## src/core/lpmc_consts.svh

```systemverilog
// Purpose: Offsets, field positions and reset values of the loader power registers.
// Assumes: Configuration accesses are dword aligned with four byte enables.
// Notes: Definitions only.
`ifndef LPMC_CONSTS_SVH
`define LPMC_CONSTS_SVH
`define LPMC_DW_PM 6'h12
`define LPMC_DW_MISC 6'h14
`define LPMC_OFF_PM_CTRL 8'h48
`define LPMC_OFF_BRIDGE_EXT 8'h4a
`define LPMC_OFF_PM_DATA 8'h4b
`define LPMC_OFF_MISC 8'h50
`define LPMC_PWR_RESET 2'h0
`define LPMC_REV_RESET 1'h0
`define LPMC_FIXED_BYTE 8'h00
`define LPMC_WAKE_FLAG_BIT 15
`define LPMC_WAKE_EN_BIT 8
`endif

```

## src/core/lpmc_pkg.sv

```systemverilog
// Purpose: Types shared by the loader power register bank.
// Assumes: Nothing beyond the constants header.
// Notes: Power level encoding follows the control/status field.
`default_nettype none
package lpmc_pkg;
  typedef enum logic [1:0] {
    LPMC_D0 = 2'b00,
    LPMC_D1 = 2'b01,
    LPMC_D2 = 2'b10,
    LPMC_D3HOT = 2'b11
  } lpmc_power_t;
endpackage
`default_nettype wire

```

## src/core/lpmc_if.sv

```systemverilog
// Purpose: Decoded write strobes passed from the bank to the field store.
// Assumes: One clock domain.
// Notes: Strobes are single-cycle.
`default_nettype none
interface lpmc_wr_if;
  logic pm_wr;
  logic misc_wr;
  logic [1:0] pm_val;
  logic rev_val;
  logic [1:0] power_level;
  logic rev_enable;
  modport bank(output pm_wr, output misc_wr, output pm_val, output rev_val,
    input power_level, input rev_enable);
  modport store(input pm_wr, input misc_wr, input pm_val, input rev_val,
    output power_level, output rev_enable);
endinterface
`default_nettype wire

```

## src/core/loader_power_mgmt_config_regs.sv

```systemverilog
// Purpose: Power management and revision control configuration registers.
// Assumes: Configuration cycles arrive decoded as dword index, byte enables and strobes.
// Notes: Read data is registered, one cycle after the read strobe.
`default_nettype none
`include "lpmc_consts.svh"
module loader_power_mgmt_config_regs
  import lpmc_pkg::*;
(
  input wire logic clk,
  input wire logic rst,
  input wire logic [5:0] cfg_dword,
  input wire logic [3:0] cfg_byte_en,
  input wire logic cfg_rd,
  input wire logic cfg_wr,
  input wire logic [31:0] cfg_wdata,
  input wire logic cmd_int_disable,
  input wire logic stat_int_pending,
  output logic [31:0] cfg_rdata,
  output logic cfg_hit,
  output logic [1:0] power_level_field,
  output logic newer_bus_rev_enable,
  output logic int_disable_active,
  output logic int_status_visible
);
  lpmc_wr_if wr();
  // The dword decode feeds both the read mux and the write strobes, so it is written once.
  function automatic logic dword_is(input logic [5:0] idx, input logic [5:0] target);
    return (idx == target);
  endfunction
  wire hit_pm = dword_is(cfg_dword, `LPMC_DW_PM);
  wire hit_misc = dword_is(cfg_dword, `LPMC_DW_MISC);
  assign wr.pm_wr = cfg_wr && hit_pm && cfg_byte_en[0];
  assign wr.misc_wr = cfg_wr && hit_misc && cfg_byte_en[0];
  assign wr.pm_val = cfg_wdata[1:0];
  assign wr.rev_val = cfg_wdata[0];
  lpmc_store u_store (
    .clk(clk),
    .rst(rst),
    .wr(wr)
  );
  wire [15:0] pm_word = {1'b0, 2'b00, 4'h0, 1'b0, 6'h00, wr.power_level};
  wire [31:0] pm_dword = {`LPMC_FIXED_BYTE, `LPMC_FIXED_BYTE, pm_word};
  wire [31:0] misc_dword = {24'h000000, 7'h00, wr.rev_enable};
  wire [31:0] next_rdata = hit_pm ? pm_dword : (hit_misc ? misc_dword : 32'h00000000);
  wire next_int_dis = wr.rev_enable & cmd_int_disable;
  wire next_int_stat = wr.rev_enable & stat_int_pending;
  always_ff @(posedge clk)
  begin
    if (rst)
    begin
      cfg_rdata <= 32'h00000000;
      cfg_hit <= 1'b0;
      power_level_field <= `LPMC_PWR_RESET;
      newer_bus_rev_enable <= `LPMC_REV_RESET;
      int_disable_active <= 1'b0;
      int_status_visible <= 1'b0;
    end
    else
    begin
      cfg_rdata <= cfg_rd ? next_rdata : 32'h00000000;
      cfg_hit <= (cfg_rd || cfg_wr) && (hit_pm || hit_misc);
      power_level_field <= wr.power_level;
      newer_bus_rev_enable <= wr.rev_enable;
      int_disable_active <= next_int_dis;
      int_status_visible <= next_int_stat;
    end
  end

  // Read-path checks look one edge after the strobe, where the registered word stands; the two top-byte checks hold on every edge.

  // power level follows write
  // The stored field moves one edge after the write and the output one edge later.
  AST_PWR_WRITE: assert property (@(posedge clk) disable iff (rst)
    wr.pm_wr |=> ##1 power_level_field == $past(cfg_wdata[1:0], 2))
    else $error("power level did not follow write");

  // power level read back
  // A read taken just after reset sees cleared data, so that edge is left out.
  AST_PM_READ_LEVEL: assert property (@(posedge clk) disable iff (rst)
    $past(cfg_rd && hit_pm && !rst) |-> cfg_rdata[1:0] == $past(wr.power_level))
    else $error("power level read back wrong");

  AST_WAKE_ZERO: assert property (@(posedge clk) disable iff (rst)
    $past(cfg_rd) |-> cfg_rdata[15:2] == 14'h0000)
    else $error("fixed control/status bits not zero");

  AST_DATA_SCALE_ZERO: assert property (@(posedge clk) disable iff (rst)
    $past(cfg_rd && hit_pm) |-> cfg_rdata[14:13] == 2'h0)
    else $error("data scale field not zero");

  AST_DATA_SEL_ZERO: assert property (@(posedge clk) disable iff (rst)
    $past(cfg_rd && hit_pm) |-> cfg_rdata[12:9] == 4'h0)
    else $error("data select field not zero");

  // wake enable zero
  // A host that sets the enable bit must still read it back as zero.
  AST_WAKE_EN_ZERO: assert property (@(posedge clk) disable iff (rst)
    $past(cfg_rd && hit_pm) |-> !cfg_rdata[`LPMC_WAKE_EN_BIT])
    else $error("wake enable bit not zero");

  AST_PM_RSVD: assert property (@(posedge clk) disable iff (rst)
    $past(cfg_rd && hit_pm) |-> cfg_rdata[7:2] == 6'h00)
    else $error("control/status reserved bits not zero");

  // each fixed bit alone
  // One check per bit names the exact bit when a field decode slips.
  for (genvar gi = 2; gi < 16; gi++)
  begin : g_fixed_zero
    AST_FIXED_BIT: assert property (@(posedge clk) disable iff (rst)
      $past(cfg_rd && hit_pm) |-> !cfg_rdata[gi])
      else $error("fixed control/status bit set");
  end

  AST_UPPER_ZERO: assert property (@(posedge clk) disable iff (rst)
    cfg_rdata[23:16] == 8'h00)
    else $error("bridge extension byte not zero");

  AST_DATA_BYTE_ZERO: assert property (@(posedge clk) disable iff (rst)
    cfg_rdata[31:24] == 8'h00)
    else $error("power data byte not zero");

  AST_MISC_RSVD: assert property (@(posedge clk) disable iff (rst)
    $past(cfg_rd && hit_misc) |-> cfg_rdata[7:1] == 7'h00)
    else $error("misc reserved bits not zero");

  AST_REV_WRITE: assert property (@(posedge clk) disable iff (rst)
    wr.misc_wr |=> ##1 newer_bus_rev_enable == $past(cfg_wdata[0], 2))
    else $error("revision bit did not follow write");

  AST_MISC_READ_REV: assert property (@(posedge clk) disable iff (rst)
    $past(cfg_rd && hit_misc && !rst) |-> cfg_rdata[0] == $past(wr.rev_enable))
    else $error("revision bit read back wrong");

  AST_REV_HOLD: assert property (@(posedge clk) disable iff (rst)
    !wr.misc_wr |=> $stable(wr.rev_enable))
    else $error("revision bit changed without write");

  AST_REV_GATE: assert property (@(posedge clk) disable iff (rst)
    !$past(wr.rev_enable) |-> !int_disable_active && !int_status_visible)
    else $error("interrupt bits active in revision 2.2 mode");

  // pass through in revision 2.3
  // The edge after a reset is skipped: the outputs were cleared there whatever the mode was.
  AST_REV_PASS: assert property (@(posedge clk) disable iff (rst)
    ($past(wr.rev_enable) && !$past(rst)) |->
    (int_disable_active == $past(cmd_int_disable)) &&
    (int_status_visible == $past(stat_int_pending)))
    else $error("interrupt bits not passed in revision 2.3 mode");

  AST_RO_IGNORED: assert property (@(posedge clk) disable iff (rst)
    (cfg_wr && !wr.pm_wr && !wr.misc_wr) |=> $stable(wr.power_level) && $stable(wr.rev_enable))
    else $error("ignored write changed state");

  AST_UNMAPPED: assert property (@(posedge clk) disable iff (rst)
    $past((cfg_rd || cfg_wr) && !hit_pm && !hit_misc) |-> !cfg_hit && cfg_rdata == 32'h00000000)
    else $error("unmapped access returned data or hit");

  // idle read data zero
  // Keeping the bus word zero between reads stops stale data being taken for a fresh answer.
  AST_RD_IDLE_ZERO: assert property (@(posedge clk) disable iff (rst)
    !$past(cfg_rd) |-> cfg_rdata == 32'h00000000)
    else $error("read data not zero between reads");

  AST_HOLD: assert property (@(posedge clk) disable iff (rst)
    !wr.pm_wr |=> $stable(wr.power_level))
    else $error("power level changed without write");

  // Main scenarios that the bench is expected to reach.
  COV_D3: cover property (@(posedge clk) wr.power_level == LPMC_D3HOT);
  COV_REV23: cover property (@(posedge clk) newer_bus_rev_enable && int_status_visible);
  COV_MISC_RD: cover property (@(posedge clk) cfg_rd && hit_misc);
  COV_PM_RD: cover property (@(posedge clk) cfg_rd && hit_pm);
  COV_RO_WR: cover property (@(posedge clk) cfg_wr && hit_pm && !cfg_byte_en[0]);
endmodule // loader_power_mgmt_config_regs
`default_nettype wire

```

## src/core/lpmc_store.sv

```systemverilog
// Purpose: Holds the writable fields of the loader power register bank.
// Assumes: Only the function reset input clears it.
// Notes: The D3hot to D0 soft reset is not wired here on purpose.
`default_nettype none
`include "lpmc_consts.svh"
module lpmc_store
  import lpmc_pkg::*;
(
  input wire logic clk,
  input wire logic rst,
  lpmc_wr_if.store wr
);
  // survives soft reset
  // The internal D3hot exit reset never reaches these flops, so the field survives it.
  always_ff @(posedge clk)
  begin
    if (rst)
    begin
      wr.power_level <= `LPMC_PWR_RESET;
      wr.rev_enable <= `LPMC_REV_RESET;
    end
    else
    begin
      if (wr.pm_wr)
        wr.power_level <= wr.pm_val;
      if (wr.misc_wr)
        wr.rev_enable <= wr.rev_val;
    end
  end
endmodule // lpmc_store
`default_nettype wire

```

## config.mk

```make
export PLATFORM = sky130hd
export DESIGN_NAME = loader_power_mgmt_config_regs
export DESIGN_NICKNAME = d
export VERILOG_FILES = /design/src/core/lpmc_pkg.sv /design/src/core/lpmc_if.sv /design/src/core/loader_power_mgmt_config_regs.sv /design/src/core/lpmc_store.sv
export VERILOG_INCLUDE_DIRS = /design/src /design/src/core
export SDC_FILE = /design/constraint.sdc
export NUM_CORES = 1
export LEC_CHECK = 0
export BUFFER_PORTS_ARGS = -buffer_cell sky130_fd_sc_hd__buf_2
export CAP_MARGIN = 15
export CELL_PAD_IN_SITES_DETAIL_PLACEMENT = 0
export CELL_PAD_IN_SITES_GLOBAL_PLACEMENT = 1
export CORE_MARGIN = 2
export CORE_UTILIZATION = 19
export CTS_BUF_LIST = sky130_fd_sc_hd__clkbuf_2
export DETAILED_ROUTE_END_ITERATION = 7
export PLACE_DENSITY_LB_ADDON = 0.1
export SKIP_CTS_REPAIR_TIMING = 1
export SLEW_MARGIN = 20
export SYNTH_ARGS = -nofsm -noshare
export SYNTH_HDL_FRONTEND = slang
export SYNTH_SLANG_ARGS = --single-unit
```

## constraint.sdc

```tcl
create_clock -name clk -period 2.1 [get_ports clk]
set_input_delay 0.42 -clock clk [delete_from_list [all_inputs] [get_ports clk]]
set_output_delay 0.42 -clock clk [all_outputs]
set_load 0.05 [all_outputs]
```

==> summary.txt, run 1 <==
======================================================================================
Setup repair after global routing missed its margin .....................           no
Worst Path Class, Setup ................................................. input pin to flop
Start point of the worst min-delay path ................................. cmd_int_disable
Row cnt .................................................................           20
Number of max-cap violations ............................................            0
Data arrival time of the critical path ..................................      1690 ps
Maximum operating frequency .............................................      645 MHz
Total power draw ........................................................     0.476 mW
Drt via density .........................................................         3.11
CTS tree ................................................................          yes
Buffer levels on the longest clock path .................................            2
Vias in the first global route ..........................................          289
Layout Skew .............................................................      13.3 ps
Final cycle utilization of the critical path ............................        0.738
Final GP Congestion .....................................................        0.684
Die X ...................................................................      61.8 um
Later-pin clock latency in the skew report ..............................       260 ps
Final-layout setup total negative slack .................................         0 ps
Residual DRC count ......................................................            0
Total wirelength of the detailed-routed design ..........................      1080 um
Final Max Slew Viols ....................................................            0
Count of mapped cells out of synthesis ..................................           66
Total number of nets in the final design ................................          140
Syn Std Cell Area .......................................................     634 um^2
Final-report setup violation count ......................................            0
Sort of element at the start of the critical path .......................    input pin
Clock-pin slew on the worst setup and hold paths ........................       100 ps
Most common cell after layout, fill and taps aside ...................... sky130_fd_sc_hd__conb_1
Area delta synth->final .................................................        10.8%
Post-synthesis register bit count .......................................           11
Dpl hpwl ................................................................       903 um
Number of DRC violations after detailed-routing iteration 0 .............           13
Cell types with the largest area share after synthesis .................. sky130_fd_sc_hd__buf_4 36%, sky130_fd_sc_hd__dfxtp_1 35%, sky130_fd_sc_hd__nor2b_1 4.9%
Fraction of final layout cells with drive strength greater than 1 .......        0.319
Detailed-router iteration count before antenna repair ...................            3
Depth of the worst hold-timing path .....................................            2
R2r worst-path depth ....................................................            2
Crit. End Element .......................................................         flop
First-pass GRT wire length ..............................................      1320 um
Sink count of the clock tree ............................................           11
Overall Global Routing Usage ............................................       0.0524
Sequential-to-total area share from yosys stat ..........................        0.347
Top-level port count ....................................................           86
Worst flop-to-flop path startpoint ...................................... u_store.wr.power_level[1]$_SDFFE_PP0P_
Post-route ant nets .....................................................            0
Maximum fanout encountered on the critical timing path ..................            4
Setup slack on the worst flop-to-flop path ..............................      1280 ps
Cell type contributing the most total cell area after synthesis ......... sky130_fd_sc_hd__buf_4
Most used cells in the layout excluding fill and tap cells .............. 30 x sky130_fd_sc_hd__conb_1, 22 x sky130_fd_sc_hd__buf_2, 11 x sky130_fd_sc_hd__dfxtp_1
Diodes inserted .........................................................            0
Minimum clock period ....................................................      1550 ps
Result of the run ....................................................... complete, no violations
Synthesized area divided by synthesized cell count ......................    9.61 um^2
Placeable core region ................................................... 0.00310 mm^2
Number of distinct standard cells referenced by the synthesized netlist .           19
Hold worst-path end ..................................................... int_disable_active$_SDFF_PP0_
Number of antenna violations at the first check in global routing .......            0
Clock root cell ......................................................... sky130_fd_sc_hd__clkbuf_2
DIE AREA ................................................................ 0.00382 mm^2
Initial Util ............................................................        0.204
Post-synth top area share ...............................................        0.355
Avg WL per Cell .........................................................      7.99 um
Die Height ..............................................................      61.8 um
Worst r2r dst ........................................................... u_store.wr.power_level[1]$_SDFFE_PP0P_
Number of hold-slack violations in the final timing report ..............            0
Total clock buffers created by CTS ......................................            3
Via count ...............................................................          420
Total grt overflow ......................................................            0
Power Density ...........................................................  677 mW/mm^2
Min-Delay Path Class .................................................... input pin to flop
Largest vdd supply drop .................................................   0.000132 V
Htree depth .............................................................            1
Number of warnings issued by yosys ......................................            0
Port Buf Inserts ........................................................           22
Required time reported for the critical path endpoint ...................      2240 ps
Maximum number of pins on one net before global-route repair ............            8
Leakage dissipation .....................................................     0.380 nW
======================================================================================
## kinds of logic (layout without fill, tap and decap cells)
| group | count (synthesis) | after routing | synth area share |
|---|---|---|---|
| AOI/OAI and AO/OA | 2 | 2 | 0.0237 |
| buffers and inverters | 32 | 28 | 0.367 |
| muxes | 3 | 3 | 0.0493 |
| and+or+nand+nor | 17 | 17 | 0.207 |
| other | 1 | 30 | 0.00591 |
| DFF | 11 | 11 | 0.347 |
## area by class of cell
class | instances | area, um^2
fill | 385 | 2400
multi-input combinational | 52 | 290
sequential | 11 | 220
timing repair buffer | 22 | 110
tap | 44 | 55.1
clock buffer | 4 | 20.0
inverter | 2 | 7.51
## sequential cells by signal (all words and copies together), names as in the netlist
| signal | count |
|---|---|
| cfg_rdata | 2 |
| power_level_field | 2 |
| u_store.wr.power_level | 2 |
| cfg_hit | 1 |
| int_disable_active | 1 |
| int_status_visible | 1 |
| newer_bus_rev_enable | 1 |
| u_store.wr.rev_enable | 1 |
## per-stage QoR
stage	std cells	area, um^2	hold slack [ps]	utilization	setup WS [ps]
after floorplan	95	743	437	-	441
after global placement	131	683	472	0.220	264
after detailed placement	131	683	480	0.220	275
after CTS	135	703	347	0.227	559
after global routing	135	703	340	0.227	541
final	135	703	366	0.227	550
## power breakdown
group | internal [mW] | switching, mW | leakage, nW
combinational | 0.0150 | 0.130 | 0.275
sequential | 0.209 | 0.000106 | 0.0886
clock | 0.0505 | 0.0715 | 0.0166
total | 0.274 | 0.202 | 0.380
## worst max path at each step
| stage | from | endpoint | slack, ps | depth (start not counted) |
|---|---|---|---|---|
| floorplan | cfg_dword[3] | u_store.wr.power_level[1]$_SDFFE_PP0P_ | 440 | 3 |
| global placement | cfg_dword[3] | u_store.wr.power_level[1]$_SDFFE_PP0P_ | 260 | 4 |
| CTS | cfg_dword[3] | u_store.wr.power_level[1]$_SDFFE_PP0P_ | 560 | 4 |
| detailed placement | cfg_dword[3] | u_store.wr.power_level[1]$_SDFFE_PP0P_ | 270 | 4 |
| finish | cfg_dword[3] | u_store.wr.power_level[1]$_SDFFE_PP0P_ | 550 | 4 |
| global route | cfg_dword[3] | u_store.wr.power_level[1]$_SDFFE_PP0P_ | 540 | 4 |
## worst max-delay path, stage by stage
cell                      delay (ps)
sky130_fd_sc_hd__buf_2           100
sky130_fd_sc_hd__or4b_4          580
sky130_fd_sc_hd__nor3b_4         270
sky130_fd_sc_hd__mux2_1          330
## layer usage
layer / up-vias / GRT usage / share of wire
li1: 201 / - / -
met1: 187 / 0.0613 / 0.41
met2: 30 / 0.0662 / 0.44
met3: 2 / 0.0248 / 0.14
met4: 0 / 0.0547 / 0.020
met5: - / 0 / 0
## Yosys cell counts, drive strengths merged
| library cell | n |
|---|---|
| and3 | 1 |
| mux2 | 1 |
| nor3b | 1 |
| and4 | 1 |
| dfxtp | 11 |
| mux2i | 2 |
| conb | 1 |
| or4b | 1 |
| and2 | 2 |
| a22o | 1 |
| nor3 | 1 |
| nor2 | 1 |
| buf | 30 |
| nand2 | 1 |
| nor2b | 5 |
| nand2b | 2 |
| o22ai | 1 |
| nor4b | 1 |
| inv | 2 |
No activity file was read; power rests on OpenSTA's default activity.
==> run 2: changes to the inputs <==
- ABC_AREA: unset -> 1
- CORE_UTILIZATION: 19 -> 17
- clock period: 2.1 -> 1.4 ns (I/O delays scaled with it)
==> run 2 against run 1 <==
  * Utilization down 3.4 points
  * Non-clock buffer count unchanged
  * Clock power up 44%
  * Combinational power up 60%
  * Count of clock-buffer cells in the layout unchanged
  * Critical path type is now flop to output pin
==> summary.txt, run 2 <==
======================================================================================
Final GP Congestion .....................................................        0.646   -5.6%
Die Height ..............................................................      67.3 um   +9.0%
Count of mapped cells out of synthesis ..................................           96   +45%
Post-route ant nets .....................................................            0   unchanged
Sort of element at the start of the critical path .......................         flop
Result of the run ....................................................... complete, no violations
Final cycle utilization of the critical path ............................        0.785
Number of antenna violations at the first check in global routing .......            0   unchanged
Required time reported for the critical path endpoint ...................      1120 ps   -1120 ps
Data arrival time of the critical path ..................................       820 ps   -870 ps
Residual DRC count ......................................................            0   unchanged
Avg WL per Cell .........................................................      7.63 um   -4.6%
Placeable core region ................................................... 0.00394 mm^2   +27%
Port Buf Inserts ........................................................           22   unchanged
Total wirelength of the detailed-routed design ..........................      1300 um   +21%
Diodes inserted .........................................................            0   unchanged
Number of max-cap violations ............................................            0   unchanged
Critical Path Source .................................................... newer_bus_rev_enable$_SDFF_PP0_
Top cell family by delay on the critical path ...........................   flip-flops
Share of total power in the clock network ...............................        0.244   -0.012
Setup repair after global routing missed its margin .....................           no
Total power draw ........................................................     0.723 mW   +52%
Final Max Slew Viols ....................................................            0   unchanged
DIE AREA ................................................................ 0.00453 mm^2   +19%
Clock root cell ......................................................... sky130_fd_sc_hd__clkbuf_2
Cell type contributing the most total cell area after synthesis ......... sky130_fd_sc_hd__buf_4
FF+latch area ...........................................................     220 um^2   unchanged
Post-synth top area share ...............................................        0.330   -0.0248
Fraction of final layout cells with drive strength greater than 1 .......        0.248   -0.0707
Htree depth .............................................................            1   unchanged
Area delta synth->final .................................................        11.2%
Later-pin clock latency in the skew report ..............................       250 ps   about the same
Initial Util ............................................................        0.173   -0.0315
Min-Delay Path Class .................................................... input pin to flop
Crit. End Element .......................................................   output pin
Most used standard cell by instance count after synthesis ............... sky130_fd_sc_hd__buf_4
Most common cell after layout, fill and taps aside ...................... sky130_fd_sc_hd__conb_1
Via count ...............................................................          530   +26%
Vias in the first global route ..........................................          445   +54%
Commonest cells in the synthesized netlist .............................. 30 x sky130_fd_sc_hd__buf_4, 17 x sky130_fd_sc_hd__nor2_1, 13 x sky130_fd_sc_hd__inv_1
Total clock buffers created by CTS ......................................            3   unchanged
Sequence of cells on the critical path ..................................        buf_2
Top-level port count ....................................................           86   unchanged
Maximum fanout encountered on the critical timing path ..................            1   -3
Dpl hpwl ................................................................      1170 um   +29%
Logic pwr share .........................................................        0.321   +0.016
Drt via density .........................................................         3.10   -0.38%
Sink count of the clock tree ............................................           11   unchanged
Number of distinct standard cells referenced by the synthesized netlist .           13   -6
Buffer levels on the longest clock path .................................            2   unchanged
Cell types with the largest area share after synthesis .................. sky130_fd_sc_hd__buf_4 33%, sky130_fd_sc_hd__dfxtp_1 32%, sky130_fd_sc_hd__nor2_1 9.4%
Stage delay of the slowest cell on the critical path ....................       320 ps   -260 ps
Synthesized area divided by synthesized cell count ......................    7.10 um^2   -26%
Detailed-router iteration count before antenna repair ...................            4   +1
Smallest hold slack .....................................................       246 ps   -121 ps
Total number of nets in the final design ................................          170   +21%
Most instantiated flip-flop cell in the synthesis netlist ............... sky130_fd_sc_hd__dfxtp_1
Regs by FF count ........................................................ cfg_rdata x2, power_level_field x2, u_store.wr.power_level x2
Total of fill cells in the finished design ..............................          460   +19%
Area taken by multi-input logic gates ...................................     297 um^2   +2.2%
Cell with the largest stage delay on the worst path ..................... sky130_fd_sc_hd__dfxtp_1
Layout Skew .............................................................      1.24 ps   -12.1 ps
Overall Global Routing Usage ............................................       0.0574   +0.00498
Syn Std Cell Area .......................................................     682 um^2   +7.5%
Fin util ................................................................        0.192   -0.0343
Clock-pin slew on the worst setup and hold paths ........................       100 ps   about the same
Share of flip-flops with an asynchronous set or reset ...................            0   unchanged
Power Density ...........................................................  953 mW/mm^2   +41%
Largest vdd supply drop .................................................   0.000127 V   -3.5%
Psw .....................................................................     0.310 mW   +54%
Number of DRC violations after detailed-routing iteration 0 .............           38   +25
Start point of the worst min-delay path ................................. stat_int_pending
Number of warnings issued by yosys ......................................            0   unchanged
Row cnt .................................................................           23   +15%
Die X ...................................................................      67.3 um   +9.0%
Number of hold-slack violations in the final timing report ..............            0   unchanged
Total grt overflow ......................................................            0   unchanged
Internal power contribution .............................................     0.412 mW   +50%
Final-layout setup total negative slack .................................         0 ps   unchanged
Maximum operating frequency .............................................      910 MHz
Worst Path Class, Setup ................................................. flop to output pin
Part of the power in registers ..........................................        0.435   -0.004
Leakage dissipation .....................................................     0.419 nW   +10%
Post-synthesis register bit count .......................................           11   unchanged
Final-report setup violation count ......................................            0   unchanged
First-pass GRT wire length ..............................................      1880 um   +43%
Number of enable-type register cells in the synthesized netlist .........            0   unchanged
Most used cells in the layout excluding fill and tap cells .............. 30 x sky130_fd_sc_hd__conb_1, 22 x sky130_fd_sc_hd__buf_2, 17 x sky130_fd_sc_hd__nor2_1
Sequential-to-total area share from yosys stat ..........................        0.323   -0.0242
Crit path buffers/inverters .............................................            1   unchanged
CTS tree ................................................................          yes
Net Sw Frac .............................................................        0.429   +0.00592
Worst flop-to-flop path startpoint ...................................... u_store.wr.rev_enable$_SDFFE_PP0P_
Minimum clock period ....................................................      1100 ps
Maximum number of pins on one net before global-route repair ............            7   -1
======================================================================================
==> run 2: cell count changes after synthesis, sizes merged, moves of 2 or more <==
cell,delta
nand4,+3
nor2b,-5
nand2b,-2
inv,+11
nand2,+9
a21oi,+2
and2,-2
nand3,+4
nor2,+19
mux2i,-2
==> run 2: power by group through the flow <==
stage / combinational, mW / sequential (mW) / clock (mW)
after CTS: 0.232 / 0.314 / 0.186
after global placement: 0.232 / 0.321 / 0
final: 0.232 / 0.314 / 0.176
after global routing: 0.245 / 0.314 / 0.202
after floorplan: 0.263 / 0.323 / 0
after detailed placement: 0.231 / 0.321 / 0
==> run 2: path summary, 6_finish.rpt <==
| path | end | slack [ps] | cells after the start |
|---|---|---|---|
| setup / recovery | newer_bus_rev_enable | 300 | 1 |
| hold / removal | int_status_visible$_SDFF_PP0_ | 250 | 3 |
| setup reg to reg | cfg_rdata[0]$_SDFF_PP0_ | 660 | 2 |
| hold reg to reg | power_level_field[0]$_SDFF_PP0_ | 450 | 2 |
==> run 2: metal layers <==
layer / part of all wire / up-vias / global-route usage
met5: 0 / - / 0
met4: 0.011 / 0 / 0.0459
met3: 0.12 / 2 / 0.0133
met2: 0.41 / 32 / 0.0829
met1: 0.46 / 215 / 0.0724
li1: - / 281 / -
==> run 2: cell families after synthesis <==
kind of cell           Yosys count  share of synthesized area
AOI/OAI and AO/OA                3                     0.0220
buffers and inverters           43                      0.402
DFF                             11                      0.323
other                            1                    0.00550
and+or+nand+nor                 38                      0.248
==> run 2: area by class of cell <==
cell class,instances,area share
repair buffers,22,0.145
clock buffers,4,0.0264
well taps,50,0.0825
multi-input cells,71,0.391
inverters,13,0.0644
flip-flops and latches,11,0.290
==> run 2: worst reg2reg max path: stages, from the launching register on <==
cell                      delay, ps
sky130_fd_sc_hd__dfxtp_1        410
sky130_fd_sc_hd__nand3_1        110
sky130_fd_sc_hd__a21oi_1        150
==> run 2: through the flow <==
stage | cell area [um^2] | cells | setup WS, ps
after floorplan | 791 | 125 | 533
after global placement | 738 | 167 | 329
after detailed placement | 738 | 167 | 331
after CTS | 758 | 171 | 277
after global routing | 758 | 171 | 238
final | 758 | 171 | 301
==> run 3: changes to the inputs <==
- clock period: 1.4 -> 1 ns (I/O delays scaled with it)
==> run 3 against run 2 <==
  * Largest power group unchanged
  * Global-route usage increased by 0.20 points
  * Count of clock-buffer cells in the layout unchanged
  * Sequential share of layout area down 1.9 points
  * Critical endpoint is now cfg_rdata[1]
  * Setup slack got worse by 260 ps
==> summary.txt, run 3 (synthesis results as in run 2) <==
===================================================================================
Leakage dissipation ..................................................     0.438 nW   +4.5%
Row cnt ..............................................................           23   unchanged
Minimum clock period .................................................       955 ps
Vias in the first global route .......................................          490   +10%
Later-pin clock latency in the skew report ...........................       250 ps   about the same
CTS tree .............................................................          yes
Number of max-cap violations .........................................            0   unchanged
Initial Util .........................................................        0.173   unchanged
Worst Path Class, Setup .............................................. flop to output pin
Maximum fanout encountered on the critical timing path ...............            1   unchanged
Total clock buffers created by CTS ...................................            3   unchanged
Power Density ........................................................ 1230 mW/mm^2   +29%
Overall Global Routing Usage .........................................       0.0595   +0.00205
Die Height ...........................................................      67.3 um   unchanged
Total of fill cells in the finished design ...........................          459   -0.22%
Top-level port count .................................................           86   unchanged
Maximum number of pins on one net before global-route repair .........            7   unchanged
Cell with the largest stage delay on the worst path .................. sky130_fd_sc_hd__dfxtp_1
Total wirelength of the detailed-routed design .......................      1350 um   +3.5%
Dpl hpwl .............................................................      1180 um   +0.84%
Avg WL per Cell ......................................................      7.80 um   +2.3%
Largest vdd supply drop ..............................................   0.000245 V   +92%
Regs by FF count ..................................................... cfg_rdata x2, power_level_field x2, u_store.wr.power_level x2
Psw ..................................................................     0.443 mW   +43%
Data arrival time of the critical path ...............................       760 ps   -60 ps
Internal power contribution ..........................................     0.583 mW   +41%
Clock-pin slew on the worst setup and hold paths .....................       110 ps   about the same
Final GP Congestion ..................................................        0.663   +2.6%
Residual DRC count ...................................................            0   unchanged
Post-Place Cells .....................................................          169   +1.2%
Diodes inserted ......................................................            0   unchanged
Drt via density ......................................................         3.09   -0.41%
Result of the run .................................................... complete, no violations
Die X ................................................................      67.3 um   unchanged
Number of DRC violations after detailed-routing iteration 0 ..........           25   -34%
Sink count of the clock tree .........................................           11   unchanged
Number of antenna violations at the first check in global routing ....            0   unchanged
Total power draw .....................................................      1.03 mW   +42%
Net Sw Frac ..........................................................        0.432   +0.00227
Detailed-router iteration count before antenna repair ................            4   unchanged
Number of hold-slack violations in the final timing report ...........            0   unchanged
First-pass GRT wire length ...........................................      1970 um   +4.8%
Required time reported for the critical path endpoint ................       800 ps   -320 ps
Maximum operating frequency ..........................................     1050 MHz
Sequence of cells on the critical path ...............................        buf_4
Port Buf Inserts .....................................................           22   unchanged
Top cell family by delay on the critical path ........................   flip-flops
DIE AREA ............................................................. 0.00453 mm^2   unchanged
Final cycle utilization of the critical path .........................        0.955
Logic pwr share ......................................................        0.324   +0.003
Most used cells in the layout excluding fill and tap cells ........... 30 x sky130_fd_sc_hd__conb_1, 17 x sky130_fd_sc_hd__nor2_1, 14 x sky130_fd_sc_hd__buf_2
Buffer levels on the longest clock path ..............................            2   unchanged
Placeable core region ................................................ 0.00394 mm^2   unchanged
Min-Delay Path Class ................................................. input pin to flop
Area delta synth->final ..............................................        22.2%
Total number of nets in the final design .............................          172   +1.2%
Crit. End Element ....................................................   output pin
Layout Skew ..........................................................      5.34 ps   +4.09 ps
Htree depth ..........................................................            1   unchanged
Final Max Slew Viols .................................................            0   unchanged
Fraction of final layout cells with drive strength greater than 1 ....        0.301   +0.0529
Part of the power in registers .......................................        0.429   -0.006
Total grt overflow ...................................................            0   unchanged
Sort of element at the start of the critical path ....................         flop
Via count ............................................................          534   +0.75%
Count of placed standard cells in the final layout, fillers left out .          173   +1.2%
Post-route ant nets ..................................................            0   unchanged
Crit path buffers/inverters ..........................................            1   unchanged
Final-report setup violation count ...................................            0   unchanged
Most common cell after layout, fill and taps aside ................... sky130_fd_sc_hd__conb_1
Stage delay of the slowest cell on the critical path .................       320 ps   about the same
Clock root cell ...................................................... sky130_fd_sc_hd__clkbuf_2
Setup repair after global routing missed its margin ..................          yes
Share of total power in the clock network ............................        0.247   +0.003
===================================================================================
run 3: worst paths after layout:
| path | to | start | slack, ps | cells after the start |
|---|---|---|---|---|
| worst min register to register | power_level_field[0]$_SDFF_PP0_ | u_store.wr.power_level[0]$_SDFFE_PP0P_ | 460 | 2 |
| worst max-delay path | cfg_rdata[1] | cfg_rdata[1]$_SDFF_PP0_ | 40 | 1 |
| worst min-delay path | int_status_visible$_SDFF_PP0_ | stat_int_pending | 150 | 3 |
| worst max register to register | cfg_rdata[0]$_SDFF_PP0_ | u_store.wr.rev_enable$_SDFFE_PP0P_ | 280 | 2 |
run 3: power groups by stage:
stage	sequential (mW)	combinational (mW)	clock (mW)
after CTS	0.440	0.330	0.277
after floorplan	0.452	0.369	0
after global routing	0.440	0.351	0.295
final	0.440	0.333	0.254
after detailed placement	0.450	0.329	0
after global placement	0.450	0.331	0
run 3: per-stage QoR:
stage | worst slack, ps | setup TNS, ps | util | cell area (um^2) | hold slack (ps)
after floorplan | 213 | 0 | - | 791 | 271
after global placement | 45.2 | 0 | 0.191 | 753 | 433
after detailed placement | 55.2 | 0 | 0.191 | 753 | 431
after CTS | -59.6 | -405 | 0.196 | 773 | 132
after global routing | -0.969 | -0.969 | 0.211 | 833 | 128
final | 44.7 | 0 | 0.211 | 833 | 151
run 3: final cells by class:
class / instances / area, um^2 / share of cell area
clock buffers: 4 / 20.0 / 0.0240
well taps: 50 / 62.6 / 0.0751
multi-input cells: 71 / 297 / 0.356
inverters: 13 / 48.8 / 0.0586
repair buffers: 24 / 179 / 0.215
flip-flops and latches: 11 / 226 / 0.272
run 3: tightest hold or removal path, delay by kind of cell:
kind / cells / cell delay, ps
buffers and inverters: 1 / 100
AND/OR/NAND/NOR: 2 / 80
run 3: metal layers:
layer / GRT usage / vias up / part of all wire
met5: 0 / - / 0
met4: 0.0383 / 0 / 0.014
met3: 0.0117 / 2 / 0.12
met2: 0.0978 / 32 / 0.45
met1: 0.0703 / 218 / 0.42
li1: - / 282 / -
